[config.mk]
export PLATFORM = sky130hd
export DESIGN_NAME = nhsrw_core
export DESIGN_NICKNAME = d
export VERILOG_FILES = /design/src/design/nhsrw_pkg.sv /design/src/design/nhsrw_sync.sv /design/src/design/nhsrw_core.sv
export SDC_FILE = /design/constraint.sdc
export NUM_CORES = 1
export LEC_CHECK = 0
export BUFFER_PORTS_ARGS = -buffer_cell sky130_fd_sc_hd__buf_2
export CAP_MARGIN = 20
export CELL_PAD_IN_SITES_DETAIL_PLACEMENT = 0
export CELL_PAD_IN_SITES_GLOBAL_PLACEMENT = 1
export CORE_ASPECT_RATIO = 0.5
export CORE_MARGIN = 5
export CORE_UTILIZATION = 42
export CTS_BUF_LIST = sky130_fd_sc_hd__clkbuf_16
export CTS_CLUSTER_DIAMETER = 60
export DETAILED_ROUTE_END_ITERATION = 10
export GPL_ROUTABILITY_DRIVEN = 0
export PLACE_DENSITY = 0.82
export SYNTH_ARGS = -nofsm -noshare
export SYNTH_HDL_FRONTEND = slang
export SYNTH_HIERARCHICAL = 1
export SYNTH_SLANG_ARGS = --single-unit
[constraint.sdc]
create_clock -name core_clk_in -period 1.7 [get_ports core_clk_in]
set_clock_uncertainty 0.2 [all_clocks]
set_input_delay 0.085 -clock core_clk_in [delete_from_list [all_inputs] [get_ports core_clk_in]]
set_output_delay 0.085 -clock core_clk_in [all_outputs]
set_load 0.01 [all_outputs]
[src/design/nhsrw_pkg.sv]
// package: constants and carrier structs for the head select / nrzi read-write block
package nhsrw_pkg;
  // clock rate and read strobe timing
  localparam int CLK_PERIOD_NS = 40;
  localparam int STROBE_NS = 300;
  // nominal width rounds to whole cycles (300/40 -> 8)
  localparam int STROBE_CYC = (STROBE_NS + CLK_PERIOD_NS / 2) / CLK_PERIOD_NS;
  localparam logic [3:0] STROBE_CNT = 4'(STROBE_CYC);
  // track address layout
  localparam int TRK_W = 5;
  localparam int LOW_LSB = 0;
  localparam int LOW_W = 3;
  localparam int GRP_LSB = 3;
  localparam int GRP_W = 2;
  localparam int HEADS = 32;
  localparam logic [7:0] TAP_RST = 8'h00;
  localparam logic [3:0] GRP_RST = 4'h0;
  localparam logic [TRK_W-1:0] TRK_RST = 5'h00;

  // head selection lines, one-hot each
  typedef struct packed {
    logic [3:0] group_en;
    logic [7:0] tap_en;
  } nhsrw_sel_t;

  // writer transistor pair drive
  typedef struct packed {
    logic drive_a;
    logic drive_b;
  } nhsrw_wdrv_t;

  // read detector outputs, negative true
  typedef struct packed {
    logic strobe_n;
    logic polarity_n;
  } nhsrw_rd_t;
endpackage : nhsrw_pkg

[src/design/nhsrw_sync.sv]
// two-flop synchroniser for asynchronous level inputs
module nhsrw_sync #(
  parameter int W = 1
) (
  input wire logic core_clk_in,
  input wire logic reset_in,
  input wire logic ce_in,
  input wire logic [W-1:0] async_in,
  output logic [W-1:0] sync_out
);
  typedef struct packed {
    logic [W-1:0] meta;
    logic [W-1:0] stable;
  } nhsrw_sync_st_t;

  nhsrw_sync_st_t st_q;
  nhsrw_sync_st_t st_d;

  // first stage feeds only the second stage
  always_comb begin
    st_d = st_q;
    if (ce_in) begin
      st_d.meta = async_in;
      st_d.stable = st_q.meta;
    end
  end

  always_ff @(posedge core_clk_in or posedge reset_in) begin
    if (reset_in) begin
      st_q <= '0;
    end else begin
      st_q <= st_d;
    end
  end

  assign sync_out = st_q.stable;
endmodule : nhsrw_sync

[src/design/nhsrw_core.sv]
// head select, write lockout, nrzi write flip-flop and read peak strobe logic
// Function
// - controller picks one of 32 heads by 5-bit address; exactly that head activates
// - upper two bits pick one of four groups, lower three one of eight taps
// - active tap and active group together form one path for read and write
// - nrzi recording: one reverses head current, zero leaves it unchanged
// - write data sampled on rising edge of bit-rate timing, oscillator divided by three
// - write flip-flop toggles on each sampled one, holds on zero
// - head current direction follows write flip-flop, one transistor on, other off, while write gate is on above the protected range; both off otherwise
// - each read peak gives negative-true strobe of 300 ns (8 cycles, 320 ns here), leading edge at peak
// - negative-true polarity pulse per positive head pulse, lasting as long as the head pulse
// - address at or below protect switches inhibits writer and raises lockout flag
module nhsrw_core (
  input wire logic core_clk_in,
  input wire logic reset_in,
  input wire logic ce_in,
  input wire logic [4:0] track_addr_in,
  input wire logic [4:0] protect_limit_switches_in,
  input wire logic write_gate_in,
  input wire logic serial_write_data_in,
  input wire logic osc_in,
  input wire logic peak_in,
  input wire logic positive_pulse_in,
  output logic [3:0] group_en_out,
  output logic [7:0] tap_en_out,
  output logic write_drive_a_out,
  output logic write_drive_b_out,
  output logic write_protect_flag_out,
  output logic read_strobe_n_out,
  output logic read_polarity_n_out
);
  typedef enum logic [1:0] {
    DIV_0 = 2'b00,
    DIV_1 = 2'b01,
    DIV_2 = 2'b11
  } nhsrw_div_t;

  typedef struct packed {
    nhsrw_pkg::nhsrw_sel_t sel;
    nhsrw_pkg::nhsrw_wdrv_t wdrv;
    nhsrw_pkg::nhsrw_rd_t rd;
    nhsrw_div_t div;
    logic write_ff;
    logic lockout;
    logic peak_prev;
    logic [3:0] strobe_cnt;
  } nhsrw_st_t;

  nhsrw_st_t st_q;
  nhsrw_st_t st_d;
  logic [4:0] trk_s;
  logic [4:0] lim_s;
  logic gate_s;
  logic wdata_s;
  logic osc_s;
  logic peak_s;
  logic pos_s;
  logic osc_prev_q;
  logic bit_tick;
  logic write_ok;
  logic [1:0] rise_seen_q;

  // every controller and head input arrives asynchronously
  nhsrw_sync #(.W(15)) u_sync (
    .core_clk_in(core_clk_in),
    .reset_in(reset_in),
    .ce_in(ce_in),
    .async_in({track_addr_in, protect_limit_switches_in, write_gate_in,
      serial_write_data_in, osc_in, peak_in, positive_pulse_in}),
    .sync_out({trk_s, lim_s, gate_s, wdata_s, osc_s, peak_s, pos_s})
  );

  // one-hot decode used for both address fields
  function automatic logic [7:0] onehot8(input logic [2:0] idx);
    onehot8 = 8'h01 << idx;
  endfunction : onehot8

  // oscillator edge detect on the synchronised copy
  always_ff @(posedge core_clk_in or posedge reset_in) begin
    if (reset_in) begin
      osc_prev_q <= 1'b0;
    end else if (ce_in) begin
      osc_prev_q <= osc_s;
    end
  end

  // bit-rate rising edge: divide-by-three counter wraps to its first state
  assign bit_tick = osc_s && !osc_prev_q && (st_q.div == DIV_2);
  // writer is enabled only above the protected range
  assign write_ok = gate_s && (trk_s > lim_s);

  // assertion helper: oscillator rises counted modulo three, kept apart from the divider
  always_ff @(posedge core_clk_in or posedge reset_in) begin
    if (reset_in) begin
      rise_seen_q <= 2'h0;
    end else if (ce_in && osc_s && !osc_prev_q) begin
      rise_seen_q <= (rise_seen_q == 2'h2) ? 2'h0 : rise_seen_q + 2'h1;
    end
  end

  always_comb begin
    st_d = st_q;
    if (ce_in) begin
      // two-part decode; one group and one tap select exactly one head
      st_d.sel.group_en = 4'(onehot8({1'b0, trk_s[nhsrw_pkg::GRP_LSB +: nhsrw_pkg::GRP_W]}));
      st_d.sel.tap_en = onehot8(trk_s[2:0]);
      st_d.lockout = (trk_s <= lim_s);
      // divider advances on each oscillator rising edge
      if (osc_s && !osc_prev_q) begin
        case (st_q.div)
          DIV_0: st_d.div = DIV_1;
          DIV_1: st_d.div = DIV_2;
          DIV_2: st_d.div = DIV_0;
          default: st_d.div = DIV_0;
        endcase
      end
      // nrzi: a sampled one complements the write flip-flop
      if (bit_tick && wdata_s) begin
        st_d.write_ff = !st_q.write_ff;
      end
      // complementary writer pair; both off when gated or locked out
      st_d.wdrv.drive_a = write_ok && st_q.write_ff;
      st_d.wdrv.drive_b = write_ok && !st_q.write_ff;
      // peak rising edge fires a fixed-width strobe; retrigger restarts it
      st_d.peak_prev = peak_s;
      if (peak_s && !st_q.peak_prev) begin
        st_d.strobe_cnt = nhsrw_pkg::STROBE_CNT;
      end else if (st_q.strobe_cnt != 4'h0) begin
        st_d.strobe_cnt = st_q.strobe_cnt - 4'h1;
      end
      st_d.rd.strobe_n = !(st_d.strobe_cnt != 4'h0);
      st_d.rd.polarity_n = !pos_s;
    end
  end

  always_ff @(posedge core_clk_in or posedge reset_in) begin
    if (reset_in) begin
      st_q <= '{sel: '{group_en: nhsrw_pkg::GRP_RST, tap_en: nhsrw_pkg::TAP_RST},
        wdrv: '{drive_a: 1'b0, drive_b: 1'b0},
        rd: '{strobe_n: 1'b1, polarity_n: 1'b1},
        div: DIV_0, write_ff: 1'b0, lockout: 1'b1, peak_prev: 1'b0,
        strobe_cnt: 4'h0};
    end else begin
      st_q <= st_d;
    end
  end

  // outputs straight from state flip-flops
  assign group_en_out = st_q.sel.group_en;
  assign tap_en_out = st_q.sel.tap_en;
  assign write_drive_a_out = st_q.wdrv.drive_a;
  assign write_drive_b_out = st_q.wdrv.drive_b;
  assign write_protect_flag_out = st_q.lockout;
  assign read_strobe_n_out = st_q.rd.strobe_n;
  assign read_polarity_n_out = st_q.rd.polarity_n;

  // reset clears all lines; exactly one group and one tap line active from the first enabled clock after reset
  AST_ONEHOT_SEL: assert property (@(posedge core_clk_in) disable iff (reset_in)
    $past(ce_in) && !$past(reset_in) |-> $onehot(group_en_out) && $onehot(tap_en_out))
    else $error("head select not one-hot");

  AST_GROUP_MATCH: assert property (@(posedge core_clk_in) disable iff (reset_in)
    ce_in |=> group_en_out == (4'h1 << $past(trk_s[4:3])))
    else $error("group enable does not follow upper address bits");

  AST_TAP_MATCH: assert property (@(posedge core_clk_in) disable iff (reset_in)
    ce_in |=> tap_en_out == (8'h01 << $past(trk_s[2:0])))
    else $error("tap enable does not follow lower address bits");

  AST_TOGGLE_ONE: assert property (@(posedge core_clk_in) disable iff (reset_in)
    ce_in && bit_tick && wdata_s |=> st_q.write_ff != $past(st_q.write_ff))
    else $error("write flip-flop missed a one");

  AST_HOLD_ZERO: assert property (@(posedge core_clk_in) disable iff (reset_in)
    !(bit_tick && wdata_s) |=> $stable(st_q.write_ff))
    else $error("write flip-flop changed without a sampled one");

  AST_TICK_RATE: assert property (@(posedge core_clk_in) disable iff (reset_in)
    ce_in |-> bit_tick == (osc_s && !osc_prev_q && rise_seen_q == 2'h2))
    else $error("bit tick not on every third oscillator rise");

  AST_DRIVE_EXCL: assert property (@(posedge core_clk_in) disable iff (reset_in)
    !(write_drive_a_out && write_drive_b_out))
    else $error("both writer transistors on");

  AST_LOCKOUT: assert property (@(posedge core_clk_in) disable iff (reset_in)
    ce_in && $past(ce_in) && (trk_s <= lim_s) && $stable(trk_s) && $stable(lim_s)
    |=> write_protect_flag_out && !write_drive_a_out && !write_drive_b_out)
    else $error("writer active on protected track");

  AST_STROBE_WIDTH: assert property (@(posedge core_clk_in) disable iff (reset_in)
    ce_in && peak_s && !st_q.peak_prev ##1 ce_in [*7] |-> !read_strobe_n_out)
    else $error("read strobe shorter than nominal");

  AST_POLARITY: assert property (@(posedge core_clk_in) disable iff (reset_in)
    ce_in |=> read_polarity_n_out == !$past(pos_s))
    else $error("polarity pulse does not track head pulse");

  COV_WRITE_ONE: cover property (@(posedge core_clk_in) disable iff (reset_in)
    bit_tick && wdata_s && write_ok);
  COV_LOCKED: cover property (@(posedge core_clk_in) disable iff (reset_in)
    gate_s && write_protect_flag_out);
  COV_STROBE: cover property (@(posedge core_clk_in) disable iff (reset_in)
    $fell(read_strobe_n_out));
  COV_TOP_HEAD: cover property (@(posedge core_clk_in) disable iff (reset_in)
    group_en_out == 4'h8 && tap_en_out == 8'h80);
endmodule : nhsrw_core

## Word level (Yosys, flattened, before mapping)

Index checks and enable logic that the tools add are counted.

- Logic and storage cells: 42
- Input port bits: 18
- Register bits after elaboration: 56
- Output and inout bits: 17

- Order comparisons: 2
- Reduce and logical (&&, ||, !) cells: 17
- $add $sub $neg: 1
- Multiplexer cells: 4
- Eq/ne operators: 2
- Shift-type cells: 2

Operators by type and width:

| operator | number |
|---|---|
| 4-bit two-way mux | 3 |
| 4-bit nonzero test | 2 |
| 1-bit by 3-bit left shift with 8-bit output (first input constant) | 1 |
| 1-bit logical AND | 7 |
| 5-bit > comparator | 1 |
| 5-bit less-or-equal comparator | 1 |
| 1-bit logical NOT | 5 |
| 2-bit case mux with 2 select lines | 1 |
| 2-bit AND reduction | 2 |
| 1-bit by 2-bit left shift with 4-bit output (first input constant) | 1 |
| 4-bit by 1-bit subtractor with 4-bit output (second input constant) | 1 |
| 2-bit by 1-bit equality test with 1-bit output (second input constant) | 1 |
| 2-bit equality test (second input constant) | 1 |
| 2-bit logical NOT | 1 |

## Logic depth before layout (Yosys ltp)

Gate-level depths: netlist (run 1).

- Word-level depth: 6
- Mapped depth: 7
- Depth with buffers taken out: 6

## Hierarchy

Netlist (run 1), hierarchy kept.

Modules (own cells, without submodules):

| module | seq. area each (µm²) | cells each | area each (µm²) | instances |
|---|---|---|---|---|
| nhsrw_sync | 750.7 | 79 | 1,351.3 | 1 |
| nhsrw_core | 654.4 | 129 | 1,350.0 | 1 |

## Worst setup path before layout (run 1)

No wires, ideal clock.

- Path type: register -> register
- From: register u_sync.st_q, in the netlist u_sync/sync_out[12]
- To: register st_q, in the netlist write_protect_flag_out
- Clock period less this slack: 1.669 ns
- Data required time: 1.440 ns
- Data arrival time: 1.408 ns
- Stages on the path, launching flop included: 7
- Setup time: 0.060 ns
- Buffers on the path: 1
- Path slack: 0.031 ns
- Path through: dfrtp_1 > buf_4 > ha_1 > a21oi_1 > o22ai_1 > a211oi_2 > o22a_1

- Longest elaborated chain between the ends: 1

RTL lines:

| element | RTL line | source |
|---|---|---|
| start, declared | nhsrw_sync.sv:16 | `nhsrw_sync_st_t st_q;` |
| start signal, assigned | nhsrw_sync.sv:32 | `st_q <= st_d;` |
| 5-bit less-or-equal comparator | nhsrw_core.sv:107 | `st_d.lockout = (trk_s <= lim_s);` |
| end signal, assigned | nhsrw_core.sv:138 | `st_q <= '{sel: '{group_en: nhsrw_pkg::GRP_RST, tap_en: nhsrw_pkg::TAP_RST},` |
| end signal, assigned | nhsrw_core.sv:144 | `st_q <= st_d;` |
| end, declared | nhsrw_core.sv:49 | `nhsrw_st_t st_q;` |

Every way passes these cells.
A chain may end at the register's enable or synchronous reset.

## Worst setup path in the final report (run 1)

- From: register u_sync.st_q, in the netlist u_sync/sync_out[12]
- To: register st_q, in the netlist write_drive_b_out

- Longest elaborated chain between the ends: 3

RTL lines:

| element | RTL line | source |
|---|---|---|
| 5-bit > comparator | nhsrw_core.sv:90 | `assign write_ok = gate_s && (trk_s > lim_s);` |
| 1-bit logical AND | nhsrw_core.sv:90 |  |
| 1-bit logical AND | nhsrw_core.sv:123 | `st_d.wdrv.drive_b = write_ok && !st_q.write_ff;` |

Every way passes these cells.

==> results of run 1 <==
==> critical path, stage by stage (launching register included) <==
cell and delay [ns]:
sky130_fd_sc_hd__dfrtp_1 0.41, sky130_fd_sc_hd__ha_4 0.26, sky130_fd_sc_hd__a21oi_2 0.13, sky130_fd_sc_hd__o22ai_1 0.12, sky130_fd_sc_hd__a211oi_2 0.35, sky130_fd_sc_hd__o2bb2ai_1 0.11
==> cells in the mapped netlist (all sizes together) (3+ instances only) <==
cell	n
buf	34
dfrtp	53
dfstp	3
ha	6
inv	15
mux2	32
nand2	18
nand2b	3
nand4	3
o21ai	7
o2bb2ai	10
o31ai	3
==> routing by layer <==
| metal | track usage | wire length, um | vias to the layer above |
|---|---|---|---|
| li1 | - | - | 760 |
| met1 | 0.181 | 2390 | 795 |
| met2 | 0.208 | 2250 | 25 |
| met3 | 0.0237 | 148 | 10 |
| met4 | 0.0497 | 82 | 0 |
| met5 | 0 | 0 | - |
==> cells by family (layout without fill, tap and decap cells) <==
logic type,Yosys count,after routing,synth area share
multiplexers,32,32,0.175
adder cells (fa/ha/maj),6,6,0.0278
XOR/XNOR,2,2,0.00649
AO/OA/AOI/OAI,30,30,0.0866
flip-flops,56,56,0.520
AND/OR/NAND/NOR,33,33,0.0639
buffers and inverters,49,85,0.120
==> area by class of cell <==
cell class	count	area share
clock inverter	3	0.00514
timing repair buffer	62	0.137
clock buffer	5	0.0396
tap	88	0.0348
sequential	56	0.444
multi-input combinational	103	0.321
inverter	15	0.0186
==> report_power, final <==
| group | internal, mW | switching, mW | total [mW] |
|---|---|---|---|
| clock network | 0.539 | 0.451 | 0.990 |
| registers | 1.59 | 0.193 | 1.79 |
| logic | 0.526 | 0.459 | 0.986 |
| total | 2.66 | 1.10 | 3.76 |
==> layout by cell type (no fill, tap or decap), drive strengths merged, types with 2 or more instances in the layout <==
| cell | instances |
|---|---|
| dfrtp | 53 |
| buf | 46 |
| mux2 | 32 |
| nand2 | 18 |
| dlygate4sd3 | 16 |
| inv | 16 |
| o2bb2ai | 10 |
| o21ai | 7 |
| ha | 6 |
| clkbuf | 5 |
| nand4 | 3 |
| o31ai | 3 |
| dfstp | 3 |
| nand2b | 3 |
| nor2 | 2 |
| o41ai | 2 |
| o32ai | 2 |
| xnor2 | 2 |
| a21oi | 2 |
| clkinv | 2 |
==> state kept, by name (all words and copies together), names as in the netlist, 4 cells and up <==
register / cells
u_sync/sync_out: 15
tap_en_out: 8
group_en_out: 4
u_sync/st_q: 15
st_q: 8
==> per-stage QoR <==
stage               power (mW)  setup TNS, ns  instance area (um^2)
floorplan                 2.54              0                  2700
global placement          2.65              0                  2800
detailed placement        2.70       -0.00634                  2800
CTS                       3.73              0                  3100
global route              3.99         -0.144                  3160
finish                    3.76              0                  3160
==> path summary, 6_finish.rpt <==
kind                                                  from                         endpoint  slack (ns)  depth (start not counted)
hold reg to reg             u_sync/sync_out[0]$_DFFE_PP0P_  read_polarity_n_out$_DFFE_PP1P_        0.23                          1
min in group asynchronous                         reset_in              st_q[1]$_DFFE_PP0P_        0.19                          4
setup reg to reg           u_sync/sync_out[12]$_DFFE_PP0P_    write_drive_b_out$_DFFE_PP0P_       0.002                          5
max in group asynchronous                         reset_in   u_sync/sync_out[6]$_DFFE_PP0P_        0.79                          4
hold / removal                                       ce_in    read_strobe_n_out$_DFFE_PP1P_     -0.0006                          4
setup / recovery           u_sync/sync_out[12]$_DFFE_PP0P_    write_drive_b_out$_DFFE_PP0P_       0.002                          5
==> what timing repair did <==
action                     4_1_cts  5_1_grt
gates resized for setup          0        7
hold buffers                    16        0
setup endpoints to repair        2        3
pin swaps                        1        4
hold endpoints to repair        71        0
buffers inserted                 0        3
==> results.rst, run 1 <==
.. list-table::
   :header-rows: 1

   * - Metric
     - Value
   * - Die area
     - 0.00823 mm^2
   * - Initial antenna violation count
     - 0
   * - Count of unresolved DRC violations after routing
     - 0
   * - Status
     - finished with violations
   * - Die X-Extent
     - 123 um
   * - Fraction of synthesis flops using an asynchronous set or reset pin
     - 1.00
   * - Maximum fanout along the worst path
     - 3
   * - Synth area leaders
     - sky130_fd_sc_hd__dfrtp_1, sky130_fd_sc_hd__mux2_4, sky130_fd_sc_hd__buf_4
   * - Unrepaired setup endpoints after global routing
     - true
   * - Clock edge transition at the registers on the reported setup and hold paths
     - 0.07 ns
   * - Storage cell area
     - 0.00141 mm^2
   * - Max frequency
     - 589 MHz
   * - Inserted Clock Buffers
     - 5
   * - Period minus WS final
     - 1.70 ns
   * - Predominant post-synthesis flop cell
     - sky130_fd_sc_hd__dfrtp_1
   * - Failing checks
     - hold timing
   * - Vert. Die Dim
     - 66.7 um
   * - Final Setup Violations
     - 0
   * - CP Launch Type
     - register
   * - Site row count
     - 20
   * - Root cell of the clock tree
     - sky130_fd_sc_hd__clkbuf_16
   * - Detailed-placement wirelength estimate
     - 3260 um
   * - Final wirelength
     - 4870 um
   * - Endpoint required time on the critical path
     - 1.67 ns
   * - Footprint of the multi-input gates
     - 0.00101 mm^2
   * - Count of state elements after synthesis
     - 56
   * - Buffer depth of the longest clock path
     - 2
   * - Count of maximum capacitance violations
     - 0
   * - Overall track demand over capacity in global routing
     - 0.131
   * - Overflow after GRT
     - 0
   * - Placed cell count
     - 305
   * - Number of instances in the synthesized netlist
     - 208
   * - Yosys cell types
     - 34
   * - Crit path arrival time
     - 1.67 ns
   * - Static Leak
     - 1.51 nW
   * - Clock latency on the worst-skew pair
     - 0.29 ns
   * - Total nets after synthesis
     - 232
   * - PortBufs
     - 34
   * - Non-filler instance count after layout
     - 332
   * - Vias in the first global route
     - 1630
   * - Mean Syn Cell Area
     - 13.0 um^2
   * - Area of the mapped netlist
     - 0.00270 mm^2
   * - DRT antenna net count
     - 0
   * - Worst ir drop on vdd
     - 0.478 mV
   * - Hold Vio Cnt, Final
     - 1
   * - Critical Path Sink Type
     - register
   * - First-pass GRT wire length
     - 8320 um
   * - Total via count after detailed routing
     - 1590
   * - Crit path kind
     - reg2reg
   * - Ys Warns
     - 6
   * - Fraction of synthesized cell area taken by the top area cell type
     - 0.491
   * - Post-synth EDFFs
     - 0
   * - Total I/O pin count
     - 35
   * - Worst slew pin tran
     - 0.388 ns
   * - CTS tree
     - built
   * - Worst Setup Slack, final
     - 0.00193 ns
   * - Slew Limit Headroom
     - 0.741
   * - Final Cycle Share
     - 0.999
   * - Pre-CTS setup slack
     - -0.00634 ns
   * - Number of max-slew violations in the final report
     - 0
   * - Htree depth
     - 2
   * - Routed length per instance
     - 14.7 um
   * - Power Density
     - 1190 mW/mm^2
   * - Synth-to-layout area growth
     - 17.0%
   * - Worst Hold Margin
     - -0.000609 ns
   * - Fillers
     - 532
   * - Pin count of the biggest net entering global routing
     - 31
   * - Final core utilization
     - 0.514
   * - Area leader, netlist
     - sky130_fd_sc_hd__dfrtp_1
   * - Fraction of the yosys area taken by sequential cells
     - 0.520
   * - Effective utilization at floorplan
     - 0.439
   * - Class of the worst hold path
     - in2reg
   * - Via-to-Cell Ratio
     - 4.79
   * - Nets@finish
     - 267
   * - Antenna diode count
     - 0
   * - CTS sink cnt
     - 56
   * - Initial drt markers
     - 57
   * - Core Area
     - 0.00616 mm^2
   * - Proportion of layout cells with a drive suffix above 1
     - 0.418
   * - TritonRoute pass-1 iters
     - 5
(Power assumes the default switching activity.)
==> run 2: changes to the inputs <==
--- a/config.mk
+++ b/config.mk
@@ -11,13 +11,12 @@
 export CELL_PAD_IN_SITES_GLOBAL_PLACEMENT = 1
 export CORE_ASPECT_RATIO = 0.5
 export CORE_MARGIN = 5
-export CORE_UTILIZATION = 42
+export CORE_UTILIZATION = 40
 export CTS_BUF_LIST = sky130_fd_sc_hd__clkbuf_16
 export CTS_CLUSTER_DIAMETER = 60
 export DETAILED_ROUTE_END_ITERATION = 10
 export GPL_ROUTABILITY_DRIVEN = 0
-export PLACE_DENSITY = 0.82
+export PLACE_DENSITY = 0.81
 export SYNTH_ARGS = -nofsm -noshare
 export SYNTH_HDL_FRONTEND = slang
-export SYNTH_HIERARCHICAL = 1
 export SYNTH_SLANG_ARGS = --single-unit
==> run 2 against run 1 <==
The run ends with setup timing left. Area after synthesis fell by 9.5%. Via count is 4.0% higher. Synthesized cell count up 0.48%. Clock power shrank 0.7%. Design area is 1.9% lower. Highest routed layer unchanged. Utilization grew 0.30 points.
==> results.rst, run 2 <==
.. list-table::
   :header-rows: 1

   * - Metric
     - Value
   * - Status
     - finished with violations (unchanged)
   * - Failing checks
     - setup timing (was hold timing)
   * - Number of max-slew violations in the final report
     - 0 (unchanged)
   * - Total I/O pin count
     - 35 (unchanged)
   * - Max frequency
     - 587 MHz (was 589 MHz)
   * - Effective utilization at floorplan
     - 0.407 (was 0.439)
   * - Total via count after detailed routing
     - 1654 (was 1590)
   * - Die X-Extent
     - 121 um (was 123 um)
   * - Non-filler instance count after layout
     - 339 (was 332)
   * - Vias in the first global route
     - 1671 (was 1630)
   * - Count of unresolved DRC violations after routing
     - 0 (unchanged)
   * - Synth-to-layout area growth
     - 27.0% (was 17.0%)
   * - PortBufs
     - 34 (unchanged)
   * - Endpoint required time on the critical path
     - 1.70 ns (was 1.67 ns)
   * - Worst Setup Slack, final
     - -0.00329 ns (was 0.00193 ns)
   * - Hold Vio Cnt, Final
     - 0 (was 1)
   * - Via-to-Cell Ratio
     - 4.88 (was 4.79)
   * - Overall track demand over capacity in global routing
     - 0.129 (was 0.131)
   * - Power Density
     - 1220 mW/mm^2 (was 1190 mW/mm^2)
   * - Synth area leaders
     - sky130_fd_sc_hd__dfrtp_1, sky130_fd_sc_hd__mux2_2, sky130_fd_sc_hd__buf_4 (was sky130_fd_sc_hd__dfrtp_1, sky130_fd_sc_hd__mux2_4, sky130_fd_sc_hd__buf_4)
   * - Crit path kind
     - reg2reg (unchanged)
   * - Overflow after GRT
     - 0 (unchanged)
   * - Final wirelength
     - 4660 um (was 4870 um)
   * - Die area
     - 0.00787 mm^2 (was 0.00823 mm^2)
   * - Predominant post-synthesis flop cell
     - sky130_fd_sc_hd__dfrtp_1 (unchanged)
   * - Critical Path Sink Type
     - register (unchanged)
   * - CTS sink cnt
     - 56 (unchanged)
   * - Inserted Clock Buffers
     - 5 (unchanged)
   * - DRT antenna net count
     - 0 (unchanged)
   * - Post-synth EDFFs
     - 0 (unchanged)
   * - Clock latency on the worst-skew pair
     - 0.29 ns (about the same)
   * - TritonRoute pass-1 iters
     - 4 (was 5)
   * - Worst ir drop on vdd
     - 0.497 mV (was 0.478 mV)
   * - Yosys cell types
     - 35 (was 34)
   * - Pin count of the biggest net entering global routing
     - 36 (was 31)
   * - Initial drt markers
     - 56 (was 57)
   * - Routed length per instance
     - 13.7 um (was 14.7 um)
   * - Highest-delay cell along the critical path
     - sky130_fd_sc_hd__or3b_4 (was sky130_fd_sc_hd__dfrtp_1)
   * - Nets@finish
     - 285 (was 267)
   * - Site row count
     - 20 (unchanged)
   * - Ys Warns
     - 0 (was 6)
   * - Static Leak
     - 1.43 nW (was 1.51 nW)
   * - Core Area
     - 0.00601 mm^2 (was 0.00616 mm^2)
   * - Final Setup Violations
     - 1 (was 0)
   * - Count of maximum capacitance violations
     - 0 (unchanged)
   * - Worst slew pin tran
     - 0.500 ns (was 0.388 ns)
   * - Overall power consumption
     - 3.80 mW (was 3.76 mW)
   * - Total nets after synthesis
     - 233 (was 232)
   * - CTS tree
     - built (unchanged)
   * - Antenna diode count
     - 0 (unchanged)
   * - Proportion of layout cells with a drive suffix above 1
     - 0.385 (was 0.418)
   * - Mean Syn Cell Area
     - 11.7 um^2 (was 13.0 um^2)
   * - Period minus WS final
     - 1.70 ns (about the same)
   * - Number of buffers and inverters on the critical path
     - 1 (was 0)
   * - Fillers
     - 525 (was 532)
   * - Placed cell count
     - 313 (was 305)
   * - Fraction of synthesized cell area taken by the top area cell type
     - 0.543 (was 0.491)
   * - Cell family with most CP delay
     - simple AND/OR/NAND/NOR gates (was compound AO/OA/AOI/OAI gates)
   * - Cells traversed along the worst timing path
     - inv_2 > ha_4 > or3b_4 > and3_4 > o21ai_2 > o22ai_2 (was ha_4 > a21oi_2 > o22ai_1 > a211oi_2 > o2bb2ai_1)
   * - Htree depth
     - 2 (unchanged)
   * - Class of the worst hold path
     - in2async (was in2reg)
   * - Clock edge transition at the registers on the reported setup and hold paths
     - 0.07 ns (about the same)
   * - Fraction of the yosys area taken by sequential cells
     - 0.575 (was 0.520)
   * - Final Cycle Share
     - 1.00 (was 0.999)
   * - CP Launch Type
     - register (unchanged)
   * - Crit path arrival time
     - 1.70 ns (was 1.67 ns)
   * - Maximum fanout along the worst path
     - 4 (was 3)
   * - Count of state elements after synthesis
     - 56 (unchanged)
   * - Vert. Die Dim
     - 65.3 um (was 66.7 um)
   * - Slew Limit Headroom
     - 0.666 (was 0.741)
   * - Most frequent cells after synthesis
     - sky130_fd_sc_hd__dfrtp_1, sky130_fd_sc_hd__mux2_2, sky130_fd_sc_hd__inv_1, sky130_fd_sc_hd__nand2_1, sky130_fd_sc_hd__o21ai_0 (was sky130_fd_sc_hd__dfrtp_1, sky130_fd_sc_hd__mux2_4, sky130_fd_sc_hd__buf_4, sky130_fd_sc_hd__nand2_1, sky130_fd_sc_hd__inv_1)
   * - Buffer depth of the longest clock path
     - 2 (unchanged)
   * - First-pass GRT wire length
     - 8020 um (was 8320 um)
   * - Root cell of the clock tree
     - sky130_fd_sc_hd__clkbuf_16 (unchanged)
   * - Commonest cells after routing, fill and taps aside
     - sky130_fd_sc_hd__dfrtp_1, sky130_fd_sc_hd__buf_2, sky130_fd_sc_hd__mux2_2 (was sky130_fd_sc_hd__dfrtp_1, sky130_fd_sc_hd__buf_2, sky130_fd_sc_hd__mux2_4)
   * - Cell with the most instances after synthesis
     - sky130_fd_sc_hd__dfrtp_1 (unchanged)
   * - Detailed-placement wirelength estimate
     - 3190 um (was 3260 um)
   * - Fraction of synthesis flops using an asynchronous set or reset pin
     - 1.00 (unchanged)
   * - Delay of the slowest cell on the worst path
     - 0.41 ns (about the same)
   * - Unrepaired setup endpoints after global routing
     - true (unchanged)
   * - Area leader, netlist
     - sky130_fd_sc_hd__dfrtp_1 (unchanged)
   * - Number of instances in the synthesized netlist
     - 209 (was 208)
   * - Commonest non-fill, non-tap cell in the layout
     - sky130_fd_sc_hd__dfrtp_1 (unchanged)
   * - Initial antenna violation count
     - 0 (unchanged)
   * - Pre-CTS setup slack
     - -0.140 ns (was -0.00634 ns)
   * - Area of the mapped netlist
     - 0.00244 mm^2 (was 0.00270 mm^2)
-- run 2: worst paths after layout --
check,start,to,slack (ns),depth (start not counted)
max in group asynchronous,reset_in,group_en_out[3]$_DFFE_PP0P_,0.57,4
min in group core_clk_in,u_sync.sync_out[0]$_DFFE_PP0P_,read_polarity_n_out$_DFFE_PP1P_,0.23,1
worst min register to register,u_sync.sync_out[0]$_DFFE_PP0P_,read_polarity_n_out$_DFFE_PP1P_,0.23,1
worst min-delay path,reset_in,osc_prev_q$_DFFE_PP0P_,0.17,3
worst max-delay path,st_q[1]$_DFFE_PP0P_,read_strobe_n_out$_DFFE_PP1P_,-0.003,6
worst max register to register,st_q[1]$_DFFE_PP0P_,read_strobe_n_out$_DFFE_PP1P_,-0.003,6
-- run 2: cell type report --
cell class | instances | area [um^2] | share of cell area
Clock buffer | 5 | 125 | 0.0403
Inverter | 23 | 86.3 | 0.0278
Clock inverter | 3 | 12.5 | 0.00403
Multi-Input combinational cell | 111 | 915 | 0.295
Tap cell | 77 | 96.3 | 0.0310
Timing Repair Buffer | 64 | 463 | 0.149
Sequential cell | 56 | 1410 | 0.453
-- run 2: cell families after synthesis --
kind of cell | after synthesis | synth area share
DFF | 56 | 0.575
muxes | 27 | 0.124
and+or+nand+nor | 38 | 0.0804
adders and majority gates | 6 | 0.0307
xor gates and xnor gates | 1 | 0.00358
AOI/OAI and AO/OA | 39 | 0.101
buffers and inverters | 42 | 0.0855
-- run 2: layer usage --
metal / wire length, um / track usage
met3: 120 / 0.0292
met1: 2260 / 0.171
met2: 2220 / 0.208
met4: 59 / 0.0523
met5: 0 / 0
-- run 2: worst reg2reg max path, cell delays in order (launching register included) --
cell                      delay [ns]
sky130_fd_sc_hd__dfrtp_1        0.39
sky130_fd_sc_hd__inv_2          0.08
sky130_fd_sc_hd__ha_4           0.13
sky130_fd_sc_hd__or3b_4         0.41
sky130_fd_sc_hd__and3_4         0.19
sky130_fd_sc_hd__o21ai_2        0.15
sky130_fd_sc_hd__o22ai_2        0.07
-- run 2: per-stage QoR --
step	area, um^2	TNS (ns)	hold slack, ns	util
6_report	3100	-0.00329	0.170	0.517
3_3_place_gp	2710	-0.0388	-0.0756	0.450
2_1_floorplan	2450	0	0.0322	-
4_1_cts	3030	0	0.184	0.504
5_1_grt	3100	-0.104	0.218	0.517
3_5_place_dp	2710	-0.410	-0.0540	0.450
-- run 2: where the power goes --
group          internal (mW)  switching (mW)
clock network          0.534           0.448
logic                  0.546           0.520
registers               1.59           0.166
total                   2.67            1.13
-- run 2: timing repair --
action	in CTS	in global routing
pin swaps	1	9
hold buffers	17	0
setup endpoints to repair	5	6
setup buffers	0	1
gates resized for setup	6	13
gates cloned	0	0
endpoints found under the hold margin	36	0
